[config.mk]
export PLATFORM = sky130hd
export DESIGN_NAME = irq_mask_ctrl
export DESIGN_NICKNAME = d
export VERILOG_FILES = /design/src/inc/irq_mask_pkg.sv /design/src/inc/irq_gate_if.sv /design/src/logic/irq_gate.sv /design/src/logic/irq_mask_ctrl.sv
export SDC_FILE = /design/constraint.sdc
export NUM_CORES = 1
export LEC_CHECK = 0
export ABC_AREA = 0
export BUFFER_PORTS_ARGS = -buffer_cell sky130_fd_sc_hd__buf_4
export CAP_MARGIN = 5
export CORE_MARGIN = 2
export CORE_UTILIZATION = 25
export DETAILED_ROUTE_END_ITERATION = 6
export PLACE_DENSITY = 0.59
export SYNTH_ARGS = -nofsm -noshare
export SYNTH_HDL_FRONTEND = slang
export SYNTH_SLANG_ARGS = --single-unit
[constraint.sdc]
create_clock -name clk -period 1.9 [get_ports clk]
set_clock_uncertainty 0.15 [all_clocks]
set_input_delay 0.57 -clock clk [delete_from_list [all_inputs] [get_ports clk]]
set_output_delay 0.57 -clock clk [all_outputs]
set_load 0.01 [all_outputs]
[src/inc/irq_mask_pkg.sv]
// Constants and types shared by the peripheral interrupt-enable mask block
package irq_mask_pkg;

  // ----------------------------------------------------------------------
  // Register map: offsets are word indexes, byte address is index * 4
  // ----------------------------------------------------------------------
  localparam int ADDR_W = 12;
  localparam logic [9:0] MASK_A_INDEX = 10'h0e6;
  localparam logic [9:0] MASK_B_INDEX = 10'h0e7;
  localparam logic [9:0] REQ_STATUS_INDEX = 10'h0e8;
  localparam logic [ADDR_W-1:0] MASK_A_ADDR = {MASK_A_INDEX, 2'h0};
  localparam logic [ADDR_W-1:0] MASK_B_ADDR = {MASK_B_INDEX, 2'h0};
  localparam logic [ADDR_W-1:0] REQ_STATUS_ADDR = {REQ_STATUS_INDEX, 2'h0};

  // ----------------------------------------------------------------------
  // Field positions, writable masks and reset values
  // ----------------------------------------------------------------------
  localparam int MASK_A_SPI_BIT = 0;
  localparam int MASK_A_TWOWIRE_BIT = 1;
  localparam int MASK_A_ADC0_WIN_BIT = 2;
  localparam int MASK_B_TIMER3_BIT = 0;
  localparam int MASK_B_ADC0_DONE_BIT = 1;
  localparam int MASK_B_TIMER4_BIT = 2;
  localparam int MASK_B_ADC2_WIN_BIT = 3;
  localparam int MASK_B_ADC2_DONE_BIT = 4;
  localparam int MASK_B_UNUSED_LO_BIT = 5;
  localparam int MASK_B_SERIAL2_BIT = 6;
  localparam int MASK_B_UNUSED_HI_BIT = 7;
  localparam logic [7:0] MASK_A_WRITABLE = 8'h07;
  localparam logic [7:0] MASK_B_WRITABLE = 8'h5f;
  localparam logic [7:0] MASK_A_RESET = 8'h00;
  localparam logic [7:0] MASK_B_RESET = 8'h00;

  // ----------------------------------------------------------------------
  // Request source order on the request and gated vectors
  // ----------------------------------------------------------------------
  localparam int SRC_COUNT = 9;
  localparam int SRC_SPI = 0;
  localparam int SRC_TWOWIRE = 1;
  localparam int SRC_ADC0_WIN = 2;
  localparam int SRC_TIMER3 = 3;
  localparam int SRC_ADC0_DONE = 4;
  localparam int SRC_TIMER4 = 5;
  localparam int SRC_ADC2_WIN = 6;
  localparam int SRC_ADC2_DONE = 7;
  localparam int SRC_SERIAL2 = 8;

  // ----------------------------------------------------------------------
  // Bus answers and register selection
  // ----------------------------------------------------------------------
  localparam logic [1:0] RESP_OKAY = 2'h0;
  localparam logic [1:0] RESP_SLVERR = 2'h2;

  typedef enum {SEL_NONE, SEL_MASK_A, SEL_MASK_B, SEL_STATUS} reg_sel_t;

endpackage

[src/inc/irq_gate_if.sv]
// Carrier between the mask controller and the request gate
`timescale 1ns/100ps
interface irq_gate_if #(parameter int N = 9);
  logic [N-1:0] req;
  logic [N-1:0] en;
  logic [N-1:0] gated;
  logic [N-1:0] seen;

  modport ctrl (output req, output en, input gated, input seen);
  modport gate (input req, input en, output gated, output seen);
endinterface

[src/logic/irq_gate.sv]
// Registered enable gate between peripheral requests and the core
`timescale 1ns/100ps
module irq_gate
  import irq_mask_pkg::*;
#(
  parameter int N = SRC_COUNT
) (
  input wire logic clk,
  input wire logic rstN,
  irq_gate_if.gate g
);

  // ----------------------------------------------------------------------
  // State
  // ----------------------------------------------------------------------
  typedef struct packed {
    logic [N-1:0] gated;
    logic [N-1:0] seen;
  } gate_state_t;

  gate_state_t s;
  gate_state_t n;

  // Per-source gate; registering keeps the core input glitch free
  always_comb begin
    n = s;
    for (int i = 0; i < N; i++) begin
      n.gated[i] = g.req[i] & g.en[i];
      n.seen[i] = g.req[i];
    end
  end

  // Cleared at reset so no request leaks before software enables it
  always_ff @(posedge clk or negedge rstN) begin
    if (!rstN) begin
      s <= '0;
    end else begin
      s <= n;
    end
  end

  assign g.gated = s.gated;
  assign g.seen = s.seen;

endmodule

[src/logic/irq_mask_ctrl.sv]
// Peripheral interrupt-enable masks with an AXI4-Lite register slave
//
// Behaviour
// First mask register bit 2 gates the ADC0 window-compare request; 1 passes.
// First mask register bit 1 gates the two-wire bus request; 1 passes.
// First mask register bit 0 gates the serial peripheral request; 1 passes.
// Second mask register bit 6 gates the second serial port request; 1 passes.
// Second mask register bit 4 gates the ADC2 conversion-done request; 1 passes.
// Second mask register decodes at index 0xE7, independent of any page select.
// Second mask register bits 7 and 5 are unused and always read zero.
// Second mask register bit 3 gates the ADC2 window-compare request; 1 passes.
// Second mask register bit 2 gates the timer four request; 1 passes.
// Second mask register bit 1 gates the ADC0 conversion-done request; 1 passes.
// Second mask register bit 0 gates the timer three request; 1 passes.
//
// Added by the designer: the AXI4-Lite register port.
`timescale 1ns/100ps
module irq_mask_ctrl
  import irq_mask_pkg::*;
(
  input wire logic clk,
  input wire logic rst_n,
  input wire logic [ADDR_W-1:0] awaddr,
  input wire logic awvalid,
  output logic awready,
  input wire logic [31:0] wdata,
  input wire logic [3:0] wstrb,
  input wire logic wvalid,
  output logic wready,
  output logic [1:0] bresp,
  output logic bvalid,
  input wire logic bready,
  input wire logic [ADDR_W-1:0] araddr,
  input wire logic arvalid,
  output logic arready,
  output logic [31:0] rdata,
  output logic [1:0] rresp,
  output logic rvalid,
  input wire logic rready,
  input wire logic [SRC_COUNT-1:0] irqReq,
  output logic [SRC_COUNT-1:0] irqOut
);

  // ----------------------------------------------------------------------
  // Reset release
  // ----------------------------------------------------------------------
  logic [1:0] rstPipe_reg;
  logic rstSyncN;

  // Asserts at once, releases two edges later so all flops leave reset together
  always_ff @(posedge clk or negedge rst_n) begin
    if (!rst_n) begin
      rstPipe_reg <= 2'h0;
    end else begin
      rstPipe_reg <= {rstPipe_reg[0], 1'b1};
    end
  end
  assign rstSyncN = rstPipe_reg[1];

  // ----------------------------------------------------------------------
  // State
  // ----------------------------------------------------------------------
  typedef struct packed {
    logic awHeld;
    logic [ADDR_W-1:0] awAddr;
    logic wHeld;
    logic [7:0] wByte;
    logic wLane0;
    logic awReady;
    logic wReady;
    logic bValid;
    logic [1:0] bResp;
    logic arReady;
    logic rValid;
    logic [31:0] rData;
    logic [1:0] rResp;
    logic [7:0] maskA;
    logic [7:0] maskB;
  } ctrl_state_t;

  ctrl_state_t s;
  ctrl_state_t n;

  irq_gate_if #(.N(SRC_COUNT)) gateBus ();

  // ----------------------------------------------------------------------
  // Address decode, shared by the read and write paths
  // ----------------------------------------------------------------------
  // Low two address bits are ignored: every register is one aligned word
  function automatic reg_sel_t decodeSel(input logic [ADDR_W-1:0] addr);
    reg_sel_t sel;
    sel = SEL_NONE;
    if (addr[ADDR_W-1:2] == MASK_A_INDEX) begin
      sel = SEL_MASK_A;
    end else if (addr[ADDR_W-1:2] == MASK_B_INDEX) begin
      sel = SEL_MASK_B;
    end else if (addr[ADDR_W-1:2] == REQ_STATUS_INDEX) begin
      sel = SEL_STATUS;
    end
    return sel;
  endfunction

  // ----------------------------------------------------------------------
  // Bus slave and mask registers
  // ----------------------------------------------------------------------
  // Address and data are caught in either order; the write lands once both are held
  always_comb begin
    reg_sel_t wrSel;
    reg_sel_t rdSel;
    wrSel = decodeSel(s.awAddr);
    rdSel = decodeSel(araddr);
    n = s;
    if (s.awReady && awvalid) begin
      n.awHeld = 1'b1;
      n.awAddr = awaddr;
    end
    if (s.wReady && wvalid) begin
      n.wHeld = 1'b1;
      n.wByte = wdata[7:0];
      n.wLane0 = wstrb[0];
    end
    if (s.bValid && bready) begin
      n.bValid = 1'b0;
    end
    if (s.awHeld && s.wHeld && !s.bValid) begin
      n.awHeld = 1'b0;
      n.wHeld = 1'b0;
      n.bValid = 1'b1;
      n.bResp = RESP_OKAY;
      unique case (wrSel)
        SEL_MASK_A: begin
          // Upper lanes carry nothing; only lane 0 can change a mask
          if (s.wLane0) begin
            n.maskA = s.wByte & MASK_A_WRITABLE;
          end
        end
        SEL_MASK_B: begin
          if (s.wLane0) begin
            n.maskB = s.wByte & MASK_B_WRITABLE;
          end
        end
        SEL_STATUS: begin
          n.bResp = RESP_OKAY; // Read-only, write dropped
        end
        SEL_NONE: begin
          n.bResp = RESP_SLVERR;
        end
      endcase
    end
    // No new address or data while an answer is still waiting
    n.awReady = !n.awHeld && !n.bValid;
    n.wReady = !n.wHeld && !n.bValid;

    if (s.rValid && rready) begin
      n.rValid = 1'b0;
    end
    if (s.arReady && arvalid) begin
      n.rValid = 1'b1;
      n.rResp = RESP_OKAY;
      n.rData = 32'h0000_0000;
      unique case (rdSel)
        SEL_MASK_A: begin
          n.rData[7:0] = s.maskA;
        end
        SEL_MASK_B: begin
          n.rData[7:0] = s.maskB & MASK_B_WRITABLE;
        end
        SEL_STATUS: begin
          n.rData[SRC_COUNT-1:0] = gateBus.seen;
        end
        SEL_NONE: begin
          n.rResp = RESP_SLVERR;
        end
      endcase
    end
    n.arReady = !n.rValid;
  end

  // Register the whole state; masks start closed
  always_ff @(posedge clk or negedge rstSyncN) begin
    if (!rstSyncN) begin
      s <= '0;
      s.maskA <= MASK_A_RESET;
      s.maskB <= MASK_B_RESET;
    end else begin
      s <= n;
    end
  end

  // ----------------------------------------------------------------------
  // Enable vector toward the gate
  // ----------------------------------------------------------------------
  // Requests come from logic on this clock, so they are not synchronised
  assign gateBus.req = irqReq;
  assign gateBus.en[SRC_SPI] = s.maskA[MASK_A_SPI_BIT];
  assign gateBus.en[SRC_TWOWIRE] = s.maskA[MASK_A_TWOWIRE_BIT];
  assign gateBus.en[SRC_ADC0_WIN] = s.maskA[MASK_A_ADC0_WIN_BIT];
  assign gateBus.en[SRC_TIMER3] = s.maskB[MASK_B_TIMER3_BIT];
  assign gateBus.en[SRC_ADC0_DONE] = s.maskB[MASK_B_ADC0_DONE_BIT];
  assign gateBus.en[SRC_TIMER4] = s.maskB[MASK_B_TIMER4_BIT];
  assign gateBus.en[SRC_ADC2_WIN] = s.maskB[MASK_B_ADC2_WIN_BIT];
  assign gateBus.en[SRC_ADC2_DONE] = s.maskB[MASK_B_ADC2_DONE_BIT];
  assign gateBus.en[SRC_SERIAL2] = s.maskB[MASK_B_SERIAL2_BIT];

  irq_gate #(.N(SRC_COUNT)) gateInst (
    .clk(clk),
    .rstN(rstSyncN),
    .g(gateBus.gate)
  );

  // Outputs come straight from flops here or inside the gate
  assign awready = s.awReady;
  assign wready = s.wReady;
  assign bvalid = s.bValid;
  assign bresp = s.bResp;
  assign arready = s.arReady;
  assign rvalid = s.rValid;
  assign rdata = s.rData;
  assign rresp = s.rResp;
  assign irqOut = gateBus.gated;

  logic wrFire;
  assign wrFire = s.awHeld && s.wHeld && !s.bValid && s.wLane0;
endmodule

==> results.cfg, run 1 <==
[run_status]
status = finished clean

[floorplanning]
ios = 126
die_w_um = 108
fp.coreArea_um2 = 10400
die-area_um2 = 11600
row_count = 37
start_util = 0.258
die_y_um = 108

[cts]
clockBufferDepth = 2
cts_tree = built
root_buffer = clkbuf_8
cts_made_buffers = 9
cts_sinks = 64
htreeDepth = 3
insertion_delay_ps = 340
path_clk_slew_ps = 70

[cells_and_area]
layout.cells.most_common = buf_4
fin_util = 0.342
syn2layout_area_growth_pct = 32.4
largest_register = s
layout.nets = 353
drive_gt1_frac = 0.475
final_cell_mix = 79 x buf_4, 63 x dfrtp_1, 26 x conb_1, 25 x mux2_2, 12 x and2_1
antenna_cells = 0
largest_register_ffs = 19

[synthesis]
netlist_instances = 198
syn_area_um2 = 2680
yosysWarnings = 0
synth_edf_count = 0
seq_area_frac_synth = 0.598
avgSynthCellArea_um2 = 13.5
ys_types = 30
synth-seq-cells = 64
synthArstFlopShare = 1.00
synth-main-ff-cell = dfrtp_1

[detailed_routing]
ant_nets = 0
wl_per_cell_um = 12.9
drt-pass1-iter-count = 4
drc = 0
first_iter_violations = 98
vias = 1659
postRouteWirelength_um = 5370
drt-vias-per-instance = 3.97

[setup_path]
cp.arrival_ps = 1970
required_ps = 1980
crit_path_top_delay_cell = or4b_4
path_delay_family = simple AND/OR/NAND/NOR gates
cp_max_fo = 6
path_buf_inv = 1
cp_cell_sequence = or4b_4, nor4_4, buf_6, mux2_2
slowest_delay_ps = 590
crit_path_end_kind = flop
critPathKind = reg2reg
start_kind = flop

[placement]
place_hpwl_um = 4150
io_buffer_count = 67
place_ws_ps = -220
place_congestion = 0.661

[power]
pwr_density_cell_nw_per_um2 = 1100
power_switching_share = 0.262
p_leak_nw = 1.74
p_seq_frac = 0.463
finalPower_mw = 3.91
p_comb_frac = 0.174
p_int_mw = 2.89
clkPwrFrac = 0.363
ir_drop_uv = 653
p_sw_mw = 1.03

[timing]
setup_viol = 0
slew_viol_final = 0
rsz0062_at_grt = yes
hold_violations = 0
fin_crit_sh = 0.996
setup_slack_ps = 8.03
fin_crit_ps = 1890
max_clock_freq_mhz = 529
slew_headroom = 0.599
worstMarginPinSlew_ps = 593

[global_routing]
grt_overflow = 0
grt_max_degree = 40
grt_usage = 0.0984
antenna_found_initial = 0
grt_pass1_wl_um = 8550
grt_pass1_vias = 1710

[hold_path]
hp-class = reg2async

[run]
drv_cap = 0
routing by layer:
metal | share of wire | vias to the layer above | track usage
met4 | 0.012 | 0 | 0.0467
met2 | 0.47 | 75 | 0.152
li1 | - | 787 | -
met3 | 0.079 | 6 | 0.0363
met1 | 0.44 | 791 | 0.122
met5 | 0 | - | 0
cell usage after synthesis (2+ instances only):
cell type / n / area share
and2_1: 12 / 0.028
a22o_1: 3 / 0.0098
nand3b_1: 3 / 0.0084
mux2_2: 29 / 0.12
inv_1: 4 / 0.0056
o21ai_0: 4 / 0.0075
a21oi_1: 2 / 0.0037
conb_1: 2 / 0.0028
nor2b_1: 2 / 0.0047
nor2_1: 4 / 0.0056
or4b_2: 2 / 0.0075
nor4_4: 2 / 0.016
dfrtp_1: 64 / 0.60
a221o_1: 3 / 0.011
buf_4: 36 / 0.10
nor4b_1: 2 / 0.0065
and3b_1: 2 / 0.0065
nand2_1: 6 / 0.0084
nand4b_1: 2 / 0.0065
a22oi_1: 3 / 0.0084
or2_2: 2 / 0.0047
final timing paths:
kind | from | endpoint | slack [ps] | depth (start not counted)
setup / recovery | s[78]$_DFFE_PN0P_ | gateBus.en[5]$_DFFE_PN0P_ | 8 | 4
hold / removal | rstPipe_reg[1]$_DFF_PN0_ | s[61]$_DFFE_PN0P_ | 90 | 1
setup reg to reg | s[78]$_DFFE_PN0P_ | gateBus.en[5]$_DFFE_PN0P_ | 8 | 4
hold reg to reg | rstPipe_reg[1]$_DFF_PN0_ | s[61]$_DFFE_PN0P_ | 90 | 1
max in group asynchronous | rstPipe_reg[1]$_DFF_PN0_ | s[60]$_DFFE_PN0P_ | 1060 | 1
min in group clk | irqReq[8] | gateInst.g.seen[8]$_DFF_PN0_ | 190 | 1
cell type report:
type,count,area [µm²]
timing repair buffer,81,614
fill,1059,6820
tap,136,170
sequential,64,1600
inverter,4,15.0
clock inverter,7,120
clock buffer,9,124
multi-input combinational,117,900
power groups by stage:
stage	registers, mW	logic (mW)	clock network [mW]
floorplan	1.81	0.472	0
global placement	1.82	0.667	0
detailed placement	1.84	0.688	0
CTS	1.81	0.692	1.46
global route	1.85	0.754	1.53
finish	1.81	0.680	1.42
what timing repair did:
action                     4_1_cts  5_1_grt
hold buffers                     1        0
hold endpoints to repair         2        0
resized for setup                1        4
pin swaps                        1        0
setup endpoints to repair        9        9
buffers inserted                 0        1
kinds of logic (layout without fill, tap and decap cells):
kind of cell | after synthesis | in the layout | share of synthesized area
buf+inv | 41 | 101 | 0.108
mux | 29 | 29 | 0.122
other cells | 2 | 26 | 0.00280
flops | 64 | 64 | 0.598
simple gates | 44 | 44 | 0.121
compound gates | 18 | 18 | 0.0490
metrics by stage:
stage	instance area (µm²)	hold slack, ps	TNS (ps)	cells
floorplan	2780	124	0	222
global placement	3270	101	-1370	400
detailed placement	3270	112	-1450	400
CTS	3520	116	-24.0	417
global route	3550	151	-350	418
finish	3550	94.7	0	418
No activity file was read; power rests on OpenSTA's default activity.
==> run 2: changes to the inputs <==
--- a/config.mk
+++ b/config.mk
@@ -6,7 +6,7 @@
 export NUM_CORES = 1
 export LEC_CHECK = 0
 export ABC_AREA = 0
-export BUFFER_PORTS_ARGS = -buffer_cell sky130_fd_sc_hd__buf_4
+export BUFFER_PORTS_ARGS = -buffer_cell sky130_fd_sc_hd__clkbuf_2
 export CAP_MARGIN = 5
 export CORE_MARGIN = 2
 export CORE_UTILIZATION = 25
==> results.cfg, run 2 (synthesis gave the netlist of run 1 again) <==
[timing]
worstMarginPinSlew_ps = 614
max_clock_freq_mhz = 522
slew_headroom = 0.585
slew_viol_final = 0
rsz0062_at_grt = yes
setup_viol = 5
hold_violations = 0
fin_crit_sh = 1.01
holdWs_ps = 86.6
tns_ps = -59.4
fin_crit_ps = 1920
setup_slack_ps = -15.6

[floorplanning]
die_w_um = 108
ios = 126
start_util = 0.258
fp.coreArea_um2 = 10400
die_y_um = 108
row_count = 37
die-area_um2 = 11600

[global_routing]
grt_pass1_wl_um = 8530
grt_usage = 0.100
grt_pass1_vias = 1696
antenna_found_initial = 0
grt_max_degree = 40
grt_overflow = 0

[cells_and_area]
layout.cells.most_common = clkbuf_2
syn2layout_area_growth_pct = 25.0
final_cell_mix = 67 x clkbuf_2, 63 x dfrtp_1, 26 x conb_1, 25 x mux2_2, 12 x and2_1
layout.nets = 352
antenna_cells = 0
largest_register_ffs = 19
seqCellArea_um2 = 1600
multi_input_area_um2 = 900
drive_gt1_frac = 0.470
fillers = 1074
largest_register = s

[detailed_routing]
drt-pass1-iter-count = 5
drc = 0
wl_per_cell_um = 12.8
vias = 1650
first_iter_violations = 61
drt-vias-per-instance = 3.96
ant_nets = 0
postRouteWirelength_um = 5350

[power]
ir_drop_uv = 700
p_leak_nw = 1.68
pwr_density_cell_nw_per_um2 = 1110

[setup_path]
path_delay_family = simple AND/OR/NAND/NOR gates
crit_path_end_kind = flop
required_ps = 1980
worst-path-stages = 4
cp_max_fo = 6
reg2regPathDepth = 4
path_buf_inv = 1
crit_path_top_delay_cell = or4b_4
start_kind = flop
cp.arrival_ps = 2000
slowest_delay_ps = 590
cp_cell_sequence = or4b_4, nor4_4, buf_6, mux2_2
critPathKind = reg2reg

[cts]
cts_sinks = 64
cts_tree = built
path_clk_slew_ps = 80
root_buffer = clkbuf_8
cts_made_buffers = 9
clockBufferDepth = 2
htreeDepth = 3
insertion_delay_ps = 340
post-cts-setup-buffer-count = 0

[placement]
io_buffer_count = 67
place_congestion = 0.674
place_hpwl_um = 4120
place_ws_ps = -210

[hold_path]
hp-class = reg2async

[run_status]
status = complete, but fails checks
failed_checks = negative setup slack

[run]
drv_cap = 0
-- run 2: changes by cell type in the layout (fill, tap and decap cells not counted), sizes merged --
cell and delta:
bufinv -1, buf -68, clkbuf +68
-- run 2: final timing paths --
path / from / slack, ps / end
setup / recovery: s[78]$_DFFE_PN0P_ / -20 / gateBus.en[5]$_DFFE_PN0P_
max in group asynchronous: rstPipe_reg[1]$_DFF_PN0_ / 1070 / gateBus.en[2]$_DFFE_PN0P_
min in group clk: irqReq[7] / 190 / gateInst.g.seen[7]$_DFF_PN0_
hold / removal: rstPipe_reg[1]$_DFF_PN0_ / 90 / gateInst.g.seen[4]$_DFF_PN0_
hold reg to reg: rstPipe_reg[1]$_DFF_PN0_ / 90 / gateInst.g.seen[4]$_DFF_PN0_
setup reg to reg: s[78]$_DFFE_PN0P_ / -20 / gateBus.en[5]$_DFFE_PN0P_
-- run 2: what timing repair did --
action,CTS,global route
hold endpoints to repair,2,0
setup endpoints to repair,9,9
pin swaps,1,0
gates resized for setup,1,4
hold buffers,1,0
-- run 2: final cells by class --
type,instances,share of cell area
Multi-Input combinational cell,117,0.269
Inverter,4,0.00448
Sequential cell,64,0.479
Timing Repair Buffer,80,0.131
Clock buffer,10,0.0381
Tap cell,136,0.0508
Clock inverter,6,0.0280
-- run 2: layer usage --
metal  vias up  global-route usage  part of all wire
met5         -                   0                 0
met4         0              0.0577             0.021
met3        10              0.0315             0.078
met2        73               0.153              0.48
met1       782               0.125              0.43
li1        785                   -                 -
-- run 2: where the power goes --
| group | internal (mW) | leakage [nW] | switching, mW | total, mW |
|---|---|---|---|---|
| combinational | 0.342 | 0.763 | 0.290 | 0.632 |
| sequential | 1.63 | 0.807 | 0.180 | 1.81 |
| clock | 0.745 | 0.107 | 0.543 | 1.29 |
-- run 2: through the flow --
step / util / instances / cell area (µm²) / total power [mW]
6_report: 0.323 / 417 / 3350 / 3.73
5_1_grt: 0.323 / 417 / 3350 / 3.96
4_1_cts: 0.321 / 417 / 3330 / 3.80
3_5_place_dp: 0.299 / 400 / 3100 / 2.47
3_3_place_gp: 0.299 / 400 / 3100 / 2.44
2_1_floorplan: - / 222 / 2780 / 2.28
